File: config.mk
export PLATFORM = sky130hd
export DESIGN_NAME = flash_timed_port
export DESIGN_NICKNAME = d
export VERILOG_FILES = /design/src/rtl/flash_port_pkg.sv /design/src/rtl/flash_timed_port.sv /design/src/rtl/interval_cycles.sv
export VERILOG_INCLUDE_DIRS = /design/src /design/src/rtl
export SDC_FILE = /design/constraint.sdc
export NUM_CORES = 1
export LEC_CHECK = 0
export ABC_CLOCK_PERIOD_IN_PS = 3500
export BUFFER_PORTS_ARGS = -buffer_cell sky130_fd_sc_hd__buf_2
export CAP_MARGIN = 20
export CORE_MARGIN = 2
export CORE_UTILIZATION = 47
export DETAILED_ROUTE_END_ITERATION = 12
export GPL_ROUTABILITY_DRIVEN = 1
export PLACE_DENSITY = 0.77
export SETUP_SLACK_MARGIN = 0.5
export SYNTH_ARGS = -nofsm -noshare
export SYNTH_HDL_FRONTEND = slang
export SYNTH_SLANG_ARGS = --single-unit
File: constraint.sdc
create_clock -name core_clk -period 3.5 [get_ports core_clk]
set_input_delay 0.7 -clock core_clk [delete_from_list [all_inputs] [get_ports core_clk]]
set_output_delay 0.7 -clock core_clk [all_outputs]
set_load 0.01 [all_outputs]
File: src/rtl/flash_port_regs.svh
// Timing and size constants for the parallel flash timed port.
// Assumes a 100 MHz system clock; intervals are fixed when the system is built.
`ifndef FLASH_PORT_REGS_SVH
`define FLASH_PORT_REGS_SVH

`define CLK_PERIOD_PS 10000
`define FLASH_ADDR_W 22
`define FLASH_DATA_W 16
`define BUS_DATA_W 32
`define SETUP_TIME_NS 30
`define WAIT_TIME_NS 90
`define HOLD_TIME_NS 20
`define SETUP_CYC ((`SETUP_TIME_NS * 1000 + `CLK_PERIOD_PS - 1) / `CLK_PERIOD_PS)
`define WAIT_CYC ((`WAIT_TIME_NS * 1000 + `CLK_PERIOD_PS - 1) / `CLK_PERIOD_PS)
`define HOLD_CYC ((`HOLD_TIME_NS * 1000 + `CLK_PERIOD_PS - 1) / `CLK_PERIOD_PS)
`define CNT_W 8

`endif

File: src/rtl/flash_port_pkg.sv
// Types for the parallel flash timed port.
// Assumes flash_port_regs.svh supplies widths.
`include "flash_port_regs.svh"
package flash_port_pkg;
    typedef enum logic [1:0] {UNIT_NS, UNIT_US, UNIT_MS, UNIT_CYC} time_unit_t;
    typedef enum logic [2:0] {ST_IDLE, ST_SETUP, ST_STROBE, ST_HOLD, ST_NEXT} port_state_t;
    typedef struct packed {
        logic select_n;
        logic read_n;
        logic write_n;
    } strobe_t;
endpackage : flash_port_pkg

File: src/rtl/flash_timed_port.sv
// Memory-mapped slave that reaches an external parallel flash over a shared pin bus.
// Assumes a single master request held until ack, and a bridge that resolves the
// shared data pins from the output enable.
`timescale 1ns/10ps
`default_nettype none

// Summary of operation
// - After chip-select goes active the port waits the setup interval before any strobe.
// - The read or write strobe stays active for the whole wait interval.
// - After the write strobe ends chip-select stays active for the hold interval.
// - Setup, wait and hold may be given in ns, us, ms or clock cycles at build time.
// - Setup should equal the flash select-to-output delay less its enable-to-output delay.
// - Setup plus wait plus board delay should exceed the flash address-to-output time.
// - Flash address and data widths fix the size of the address window the port takes.
// - Bus sizing lets a wider master reach the narrower flash correctly. The port sizes by 16-bit lane, so one enabled byte writes its whole half.
// - Any master reads the flash directly as memory, with no command sequence.
// - Address and data pins are shared, each chip having its own select and strobes.
// - The port is only a pin-bus slave for reads and writes shaped by the intervals.
module flash_timed_port
    import flash_port_pkg::*;
#(
    parameter int unsigned SETUP_AMOUNT = `SETUP_TIME_NS,
    parameter int unsigned WAIT_AMOUNT = `WAIT_TIME_NS,
    parameter int unsigned HOLD_AMOUNT = `HOLD_TIME_NS,
    parameter time_unit_t TIME_UNIT = UNIT_NS
) (
    input wire logic core_clk,
    input wire logic rst_n,
    input wire logic bus_read,
    input wire logic bus_write,
    input wire logic [`FLASH_ADDR_W-1:0] bus_address,
    input wire logic [`BUS_DATA_W-1:0] bus_writedata,
    input wire logic [3:0] bus_byteenable,
    output logic bus_ack,
    output logic [`BUS_DATA_W-1:0] bus_readdata,
    output logic [`FLASH_ADDR_W-1:0] flash_addr,
    output logic [`FLASH_DATA_W-1:0] flash_data_out,
    output logic flash_data_oe,
    input wire logic [`FLASH_DATA_W-1:0] flash_data_in,
    output strobe_t flash_strobe
);
    localparam int HALVES = `BUS_DATA_W / `FLASH_DATA_W;

    logic [`CNT_W-1:0] setup_cyc;
    logic [`CNT_W-1:0] wait_cyc;
    logic [`CNT_W-1:0] hold_cyc;

    interval_cycles #(.AMOUNT(SETUP_AMOUNT), .UNIT(TIME_UNIT)) u_setup (.cycles(setup_cyc));
    interval_cycles #(.AMOUNT(WAIT_AMOUNT), .UNIT(TIME_UNIT)) u_wait (.cycles(wait_cyc));
    interval_cycles #(.AMOUNT(HOLD_AMOUNT), .UNIT(TIME_UNIT)) u_hold (.cycles(hold_cyc));

    port_state_t state_r;
    logic [`CNT_W-1:0] cnt_r;
    logic is_write_r;
    logic half_r;
    logic [`FLASH_DATA_W-1:0] low_half_r;

    function automatic logic lane_on(input logic [3:0] be, input logic h);
        lane_on = h ? |be[3:2] : |be[1:0];
    endfunction : lane_on

    ////////////////////////////////////////////////////////////////////////////
    // Sequencer; reads do both 16-bit lanes, writes one flash transfer per enabled lane, or one high-lane transfer when none is enabled
    always_ff @(posedge core_clk or negedge rst_n) begin
        if (!rst_n) begin
            state_r <= ST_IDLE;
            cnt_r <= 8'h00;
            is_write_r <= 1'b0;
            half_r <= 1'b0;
        end else begin
            case (state_r)
                ST_IDLE: begin
                    if ((bus_read || bus_write) && !bus_ack) begin
                        is_write_r <= bus_write;
                        // Reads fetch both halves; writes skip unenabled lanes, except that an all-zero byteenable still writes the high half
                        half_r <= bus_write && !lane_on(bus_byteenable, 1'b0);
                        cnt_r <= setup_cyc;
                        state_r <= ST_SETUP;
                    end
                end
                ST_SETUP: begin
                    if (cnt_r <= 8'h01) begin
                        cnt_r <= wait_cyc;
                        state_r <= ST_STROBE;
                    end else begin
                        cnt_r <= cnt_r - 8'h01;
                    end
                end
                ST_STROBE: begin
                    if (cnt_r <= 8'h01) begin
                        cnt_r <= hold_cyc;
                        state_r <= is_write_r ? ST_HOLD : ST_NEXT;
                    end else begin
                        cnt_r <= cnt_r - 8'h01;
                    end
                end
                ST_HOLD: begin
                    if (cnt_r <= 8'h01) begin
                        state_r <= ST_NEXT;
                    end else begin
                        cnt_r <= cnt_r - 8'h01;
                    end
                end
                ST_NEXT: begin
                    if (!half_r && (!is_write_r || lane_on(bus_byteenable, 1'b1))) begin
                        half_r <= 1'b1;
                        cnt_r <= setup_cyc;
                        state_r <= ST_SETUP;
                    end else begin
                        state_r <= ST_IDLE;
                    end
                end
                default: state_r <= ST_IDLE;
            endcase
        end
    end

    ////////////////////////////////////////////////////////////////////////////
    // Pin drive; select spans setup, strobe and hold
    // own strobes
    always_ff @(posedge core_clk or negedge rst_n) begin
        if (!rst_n) begin
            flash_strobe <= '{select_n: 1'b1, read_n: 1'b1, write_n: 1'b1};
            flash_addr <= '0;
            flash_data_out <= '0;
            flash_data_oe <= 1'b0;
        end else begin
            flash_strobe.select_n <= !((state_r == ST_SETUP) || (state_r == ST_STROBE) ||
                (state_r == ST_HOLD));
            // Strobes lag the state by one flop like select, so no interval is cut short
            flash_strobe.read_n <= !((state_r == ST_STROBE) && !is_write_r);
            flash_strobe.write_n <= !((state_r == ST_STROBE) && is_write_r);
            flash_addr <= {bus_address[`FLASH_ADDR_W-1:1], half_r};
            flash_data_out <= half_r ? bus_writedata[31:16] : bus_writedata[15:0];
            flash_data_oe <= is_write_r && (state_r != ST_IDLE) && (state_r != ST_NEXT);
        end
    end

    ////////////////////////////////////////////////////////////////////////////
    // Read capture at strobe end and answer to the master
    always_ff @(posedge core_clk or negedge rst_n) begin
        if (!rst_n) begin
            low_half_r <= '0;
            bus_readdata <= '0;
            bus_ack <= 1'b0;
        end else begin
            bus_ack <= 1'b0;
            if ((state_r == ST_NEXT) && !is_write_r) begin
                if (!half_r) begin
                    low_half_r <= flash_data_in;
                end else begin
                    bus_readdata <= {flash_data_in, low_half_r};
                end
            end
            if ((state_r == ST_NEXT) &&
                (half_r || (is_write_r && !lane_on(bus_byteenable, 1'b1)))) begin
                bus_ack <= 1'b1;
            end
        end
    end

    ////////////////////////////////////////////////////////////////////////////
    // Checks
    // setup at least one cycle
    a_setup_before_strobe: assert property (@(posedge core_clk) disable iff (!rst_n)
        $fell(flash_strobe.read_n) || $fell(flash_strobe.write_n) |->
            $past(!flash_strobe.select_n))
        else $error("Strobe asserted without preceding select");
    a_write_select_hold: assert property (@(posedge core_clk) disable iff (!rst_n)
        $rose(flash_strobe.write_n) |-> !flash_strobe.select_n)
        else $error("Select dropped with write strobe");
    a_strobe_exclusive: assert property (@(posedge core_clk) disable iff (!rst_n)
        !(!flash_strobe.read_n && !flash_strobe.write_n))
        else $error("Read and write strobes both active");
    a_strobe_needs_sel: assert property (@(posedge core_clk) disable iff (!rst_n)
        (!flash_strobe.read_n || !flash_strobe.write_n) |-> !flash_strobe.select_n)
        else $error("Strobe active without select");
    a_drive_on_write: assert property (@(posedge core_clk) disable iff (!rst_n)
        !flash_strobe.write_n |-> flash_data_oe)
        else $error("Write strobe without data drive");
    a_no_drive_on_read: assert property (@(posedge core_clk) disable iff (!rst_n)
        !flash_strobe.read_n |-> !flash_data_oe)
        else $error("Data driven during read");
    a_ack_one_cycle: assert property (@(posedge core_clk) disable iff (!rst_n)
        bus_ack |=> !bus_ack)
        else $error("Ack longer than one cycle");
    a_read_answers: assert property (@(posedge core_clk) disable iff (!rst_n)
        (state_r == ST_IDLE) && bus_read && !bus_ack |-> ##[4:1000] bus_ack)
        else $error("Read not answered");
endmodule : flash_timed_port
`default_nettype wire

File: src/rtl/interval_cycles.sv
// Converts a build-time interval in a chosen unit to whole clock cycles.
// Assumes a 100 MHz clock; rounds up so the interval is met up to 255 cycles, above which the 8-bit count wraps.
`timescale 1ns/10ps
`default_nettype none
module interval_cycles
    import flash_port_pkg::*;
#(
    parameter int unsigned AMOUNT = 1,
    parameter time_unit_t UNIT = UNIT_NS
) (
    output logic [`CNT_W-1:0] cycles
);
    localparam longint unsigned PS_PER_UNIT =
        (UNIT == UNIT_NS) ? 64'd1000 :
        (UNIT == UNIT_US) ? 64'd1000000 : 64'd1000000000;
    localparam longint unsigned RAW = (UNIT == UNIT_CYC) ? 64'(AMOUNT) :
        (64'(AMOUNT) * PS_PER_UNIT + `CLK_PERIOD_PS - 1) / `CLK_PERIOD_PS;
    localparam longint unsigned CYC = (RAW == 0) ? 64'd1 : RAW;
    assign cycles = CYC[`CNT_W-1:0];
endmodule : interval_cycles
`default_nettype wire

==> results.ini, run 1 <==
[setup_path]
arrival_ps=2790
r2r-start=half_r
cp-start-kind=register
critPathMaxStageDelay_ps=990
crit_type=reg -> reg
reg2reg_slack_ps=970
slowest_stage=dfrtp_1
worstPathRequired_ps=3750
cp_max_fo=32
crit_path_cell_trace=nand2_2 -> mux2_4
reg2reg_to=bus_readdata[17]
worstSetupEndpointType=register
rr_worst_depth=2

[layout]
nets=509
drive_gt1_share_pct=56.7
final_util_pct=60.2
area_growth_pct=26.4
antenna_cells=0
fillers=691

[drt]
vias_per_cell=5.06
drtIter0Drc=81
wl_per_cell_um=15.3
drc=1
drt_first_pass_iters=8
vias=2745
postRouteAntennaNets=0
routed_wl_um=8280

[cts]
cts_htree_levels=3
cts_tree=built
cts_sinks=104
hold_buffers=0
path_clk_slew_ps=110
cts_buffer_depth=2
cts_made_buffers=9
postCtsSetupBuffers=0
cts_resized=0
clock-root-buffer=clkbuf_8
insertion_delay_ps=370

[floorplan]
dieArea_um2=9480
die_h_um=97.4
ios=153
core_area_um2=8590
initial_core_util_pct=47.7
die_x_um=97.4
rows=34

[timing]
slew_violations=0
period_needed_ps=2530
worstMarginPinSlew_ps=1060
post-route-period-util_pct=72.3
whs_ps=180
rsz0062_at_grt=no
setup_viol=0
hold_viol=0
fmaxAchievable_mhz=395
max-slew-margin-rel_pct=29.1
skew_ps=15.5
tns_ps=0

[synth]
synth.avg_cell_area_um2=15.1
syn_inst=272
synth_edf_count=0
yosys_register_bits=104
syn-num-nets=352
async_reset_ff_share_pct=100
synth_sequential_area_ratio_pct=63.6
yosys_warnings=0
synth_flop_cell=dfrtp_1
ys_types=39
syn_area_um2=4100

[placement]
port_buffers=151
hpwl_um=5960
gp_congestion=0.851

[run_status]
status=finished, violations left
violations=design-rule violations

[pwr]
p_per_area_nw_per_um2=423
report.power.total_mw=2.19
peakVddDrop_v=0.000182
power_leakage_nw=2.72

[grt]
grtUsageTotal_pct=18.1
grt_pass1_vias=2786
antenna_found_initial=0
grt_max_degree=84
grt_pass1_wl_um=13700
grt-ovfl-total=0

[job]
maxCapViolations=0

[min_path]
hold_path.class=in -> async

[power breakdown]
| group | total [mW] | internal [mW] | leakage [nW] | switching (mW) |
|---|---|---|---|---|
| Combinational | 0.147 | 0.0755 | 1.32 | 0.0720 |
| Clock | 0.800 | 0.354 | 0.112 | 0.446 |
| Sequential | 1.24 | 1.23 | 1.29 | 0.0106 |
[sequential cells by signal, summed over array words and instances (netlist names)]
signal          flops
state_r             3
is_write_r          1
half_r              1
flash_strobe        3
bus_readdata       32
flash_data_oe       1
flash_data_out     16
low_half_r         16
bus_ack             1
flash_addr         22
cnt_r               8
[Yosys cell counts (2+ instances only)]
cell type / number / area [um^2]
nor3_1: 5 / 25.0
clkbuf_1: 2 / 7.51
o22ai_1: 2 / 12.5
and3_1: 2 / 12.5
ha_1: 2 / 25.0
a21oi_1: 11 / 55.1
nor3b_1: 2 / 15.0
nor2_1: 16 / 60.1
dfstp_2: 3 / 78.8
mux2_4: 40 / 601
dfrtp_1: 101 / 2530
mux2_2: 25 / 282
inv_1: 7 / 26.3
nand2_1: 9 / 33.8
a31oi_1: 3 / 18.8
o21ai_0: 11 / 55.1
nor2b_1: 3 / 18.8
buf_6: 4 / 45.0
nand3_1: 4 / 20.0
[through the flow]
step | cell area [um^2] | instances | setup slack [ps]
final | 5180 | 542 | 968
after global routing | 5180 | 542 | 716
after CTS | 5150 | 541 | 933
after detailed placement | 4930 | 525 | 920
after global placement | 4930 | 525 | 1020
after floorplan | 4100 | 272 | 1700
[kinds of logic (layout without fill, tap and decap cells)]
kind of cell | after synthesis | in the layout | synth area share (%)
AO/OA/AOI/OAI | 33 | 33 | 4.73
adder cells (fa/ha/maj) | 2 | 2 | 0.611
buffers and inverters | 16 | 178 | 2.72
flip-flops | 104 | 104 | 63.6
multiplexers | 66 | 66 | 21.8
AND/OR/NAND/NOR | 51 | 51 | 6.54
[worst max path at each step]
stage	slack, ps	start	end
after floorplan	1700	cnt_r[0]	state_r[0]
after global placement	1020	half_r	bus_readdata[20]
after detailed placement	920	half_r	bus_readdata[0]
after CTS	930	half_r	bus_readdata[18]
after global routing	720	half_r	bus_readdata[18]
final	970	half_r	bus_readdata[17]
[cell type report]
class,instances,area [um^2],share of cell area (%)
Clock buffer,9,124,2.39
Clock inverter,7,97.6,1.89
Inverter,7,26.3,0.508
Multi-Input combinational cell,152,1380,26.6
Sequential cell,104,2610,50.4
Tap cell,108,135,2.61
Timing Repair Buffer,155,808,15.6
[per-layer routing]
layer / part of all wire [%] / routed length, um / vias to the layer above / track usage (%)
li1: - / - / 1262 / -
met5: 0 / 0 / - / 0
met3: 6.6 / 544 / 13 / 5.32
met2: 50 / 4130 / 102 / 28.9
met1: 42 / 3520 / 1368 / 23.9
met4: 1.1 / 88 / 0 / 5.88
[cell usage in the layout, fill, tap and decap left out, types with 3 or more instances in the layout]
cell type  instances
a21oi_1           11
inv_8              3
nand3_1            4
mux2_4            40
mux2_2            25
clkbuf_8           9
nor3_1             5
buf_4              4
nand2_1            9
nor2b_1            3
nor2_1            16
dfstp_2            3
buf_2            150
dfrtp_1          101
a31oi_1            3
inv_1              7
o21ai_0           11
[worst max-delay path: cells and delay by family, from the launching register on]
family        cells  cell delay, ps
mux               1             550
flops             1             990
simple gates      1             870
No activity file was read; power rests on OpenSTA's default activity.
==> inputs of run 2 (changes only) <==
--- a/config.mk
+++ b/config.mk
@@ -6,7 +6,7 @@
 export SDC_FILE = /design/constraint.sdc
 export NUM_CORES = 1
 export LEC_CHECK = 0
-export ABC_CLOCK_PERIOD_IN_PS = 3500
+export ABC_CLOCK_PERIOD_IN_PS = 2450
 export BUFFER_PORTS_ARGS = -buffer_cell sky130_fd_sc_hd__buf_2
 export CAP_MARGIN = 20
 export CORE_MARGIN = 2
==> constraint.sdc (replaced) <==
create_clock -name core_clk -period 2.45 [get_ports core_clk]
set_input_delay 0.49 -clock core_clk [delete_from_list [all_inputs] [get_ports core_clk]]
set_output_delay 0.49 -clock core_clk [all_outputs]
set_load 0.01 [all_outputs]
==> run 2 against run 1 <==
Effect of this change:
- cell count rose by 0.18%
- critical endpoint is now state_r[0]
- global-route usage is 0.54 points lower
- sequential cell count did not move
- non-clock buffer count increased by 1
- combinational power is 39% higher
- count of clock-buffer cells in the layout is the same
- the run now ends clean
==> results.ini, run 2 (synthesis results as in run 1) <==
[layout]
nets=510  ; was 509
fillers=672  ; was 691
seqCellArea_um2=2610  ; about the same
reg_top3=bus_readdata (32), flash_addr (22)  ; unchanged
final_common_cell=buf_2  ; unchanged
regMostFlops=bus_readdata  ; unchanged
antenna_cells=0  ; unchanged
area_growth_pct=27.4  ; was 26.4%
largest_reg_flops=32  ; unchanged
final_cells=543  ; was 542
multi_input_area_um2=1410  ; was 1380 um^2
drive_gt1_share_pct=58.4  ; was 56.7%
final_cell_mix=150 x buf_2, 99 x dfrtp_1, 40 x mux2_4, 25 x mux2_2, 16 x nor2_1  ; was 150 x buf_2, 101 x dfrtp_1, 40 x mux2_4, 25 x mux2_2, 16 x nor2_1

[placement]
port_buffers=151  ; unchanged
hpwl_um=5830  ; was 5960 um
place_inst=526  ; was 525
gp_congestion=0.869  ; was 0.851

[setup_path]
cp_max_fo=5  ; was 32
crit_type=reg -> reg  ; unchanged
reg2reg_to=state_r[0]  ; was bus_readdata[17]
reg2reg_slack_ps=600  ; was 970 ps
startpoint=cnt_r[0]  ; was half_r
worstSetupEndpointType=register  ; unchanged
worstPathRequired_ps=2710  ; was 3750 ps
arrival_ps=2110  ; was 2790 ps
rr_worst_depth=7  ; was 2
r2r-start=cnt_r[0]  ; was half_r
cp-start-kind=register  ; unchanged

[timing]
period_needed_ps=1850  ; was 2530 ps
worstMarginPinSlew_ps=549  ; was 1060 ps
rsz0062_at_grt=no  ; unchanged
fmaxAchievable_mhz=539  ; was 395 MHz
whs_ps=157  ; was 180 ps
skew_ps=8.79  ; was 15.5 ps
tns_ps=0  ; unchanged
slew_violations=0  ; unchanged
hold_viol=0  ; unchanged
post-route-period-util_pct=75.7  ; was 72.3%
setup_viol=0  ; unchanged
max-slew-margin-rel_pct=63.4  ; was 29.1%

[job]
maxCapViolations=0  ; unchanged

[grt]
grt-ovfl-total=0  ; unchanged
grtUsageTotal_pct=17.5  ; was 18.1%
busiest_layer=met2  ; unchanged
use_met3_pct=4.24  ; was 5.32%
grt_pass1_wl_um=13400  ; was 13700 um
antenna_found_initial=0  ; unchanged
grt_pass1_vias=2682  ; was 2786
grt_use_met2_pct=28.9  ; unchanged
grt_max_degree=105  ; was 84
grt_use_met1_pct=23.0  ; was 23.9%

[cts]
path_clk_slew_ps=100  ; was 110 ps
clock-root-buffer=clkbuf_8  ; unchanged
cts_buffer_depth=2  ; unchanged
insertion_delay_ps=360  ; was 370 ps
hold_buffers=0  ; unchanged
cts_made_buffers=9  ; unchanged
cts_tree=built  ; unchanged
cts_sinks=104  ; unchanged
cts_htree_levels=3  ; unchanged

[floorplan]
die_x_um=97.4  ; unchanged
rows=34  ; unchanged
die_h_um=97.4  ; unchanged
initial_core_util_pct=47.7  ; unchanged
ios=153  ; unchanged
core_area_um2=8590  ; unchanged
dieArea_um2=9480  ; unchanged

[drt]
postRouteAntennaNets=0  ; unchanged
vias_per_cell=4.92  ; was 5.06
drt_first_pass_iters=4  ; was 8
drc=0  ; was 1
drtIter0Drc=100  ; was 81
vias=2670  ; was 2745
wl_per_cell_um=14.9  ; was 15.3 um
routed_wl_um=8110  ; was 8280 um

[pwr]
power_leakage_nw=2.72  ; about the same
peakVddDrop_v=0.000358  ; was 0.000182 V
p_per_area_nw_per_um2=594  ; was 423 nW/um^2

[min_path]
hold_path.class=in -> async  ; unchanged

[run_status]
status=complete, no violations  ; was finished, violations left

-- run 2: final cells by class --
cell class                 instances  area share, %
sequential                       104           50.0
multi-input combinational        152           26.9
timing repair buffer             156           15.8
tap                              108           2.59
clock buffer                       9           2.37
clock inverter                     7           1.82
inverter                           7          0.503
-- run 2: power breakdown --
group          internal (mW)  switching [mW]  leakage, nW
sequential              1.76          0.0148         1.29
clock                  0.504           0.616        0.111
combinational          0.104           0.101         1.32
total                   2.37           0.732         2.72
-- run 2: worst max-delay path by stage --
stage,endpoint,slack (ps)
floorplan,state_r[0],650
global placement,cnt_r[3],500
detailed placement,cnt_r[6],450
CTS,low_half_r[1],520
global route,state_r[0],500
finish,state_r[0],600
-- run 2: metal layers --
layer  share of wire [%]  up-vias
met1                  43     1305
met4                 1.0        0
met5                   0        -
met3                 6.5        9
li1                    -     1261
met2                  50       95
-- run 2: through the flow --
stage | area [um^2] | util (%) | setup WS [ps] | total power, mW
2_1_floorplan | 4100 | - | 652 | 1.87
3_3_place_gp | 4960 | 57.7 | 496 | 2.01
3_5_place_dp | 4960 | 57.7 | 447 | 2.02
4_1_cts | 5190 | 60.4 | 519 | 3.15
5_1_grt | 5220 | 60.7 | 504 | 3.26
6_report | 5220 | 60.7 | 596 | 3.10
-- run 2: critical path, cell delays in order, from the launching register on --
cell	delay (ps)
dfrtp_1	400
buf_4	150
ha_1	180
or2_2	340
and3_4	190
a311oi_2	260
a21oi_1	60
a21o_1	180
-- run 2: repair_timing --
action                                  CTS  global route
gates resized for setup                   1             8
endpoints found under the setup margin    3            17
gates cloned                              0             0
setup buffers                             1             0
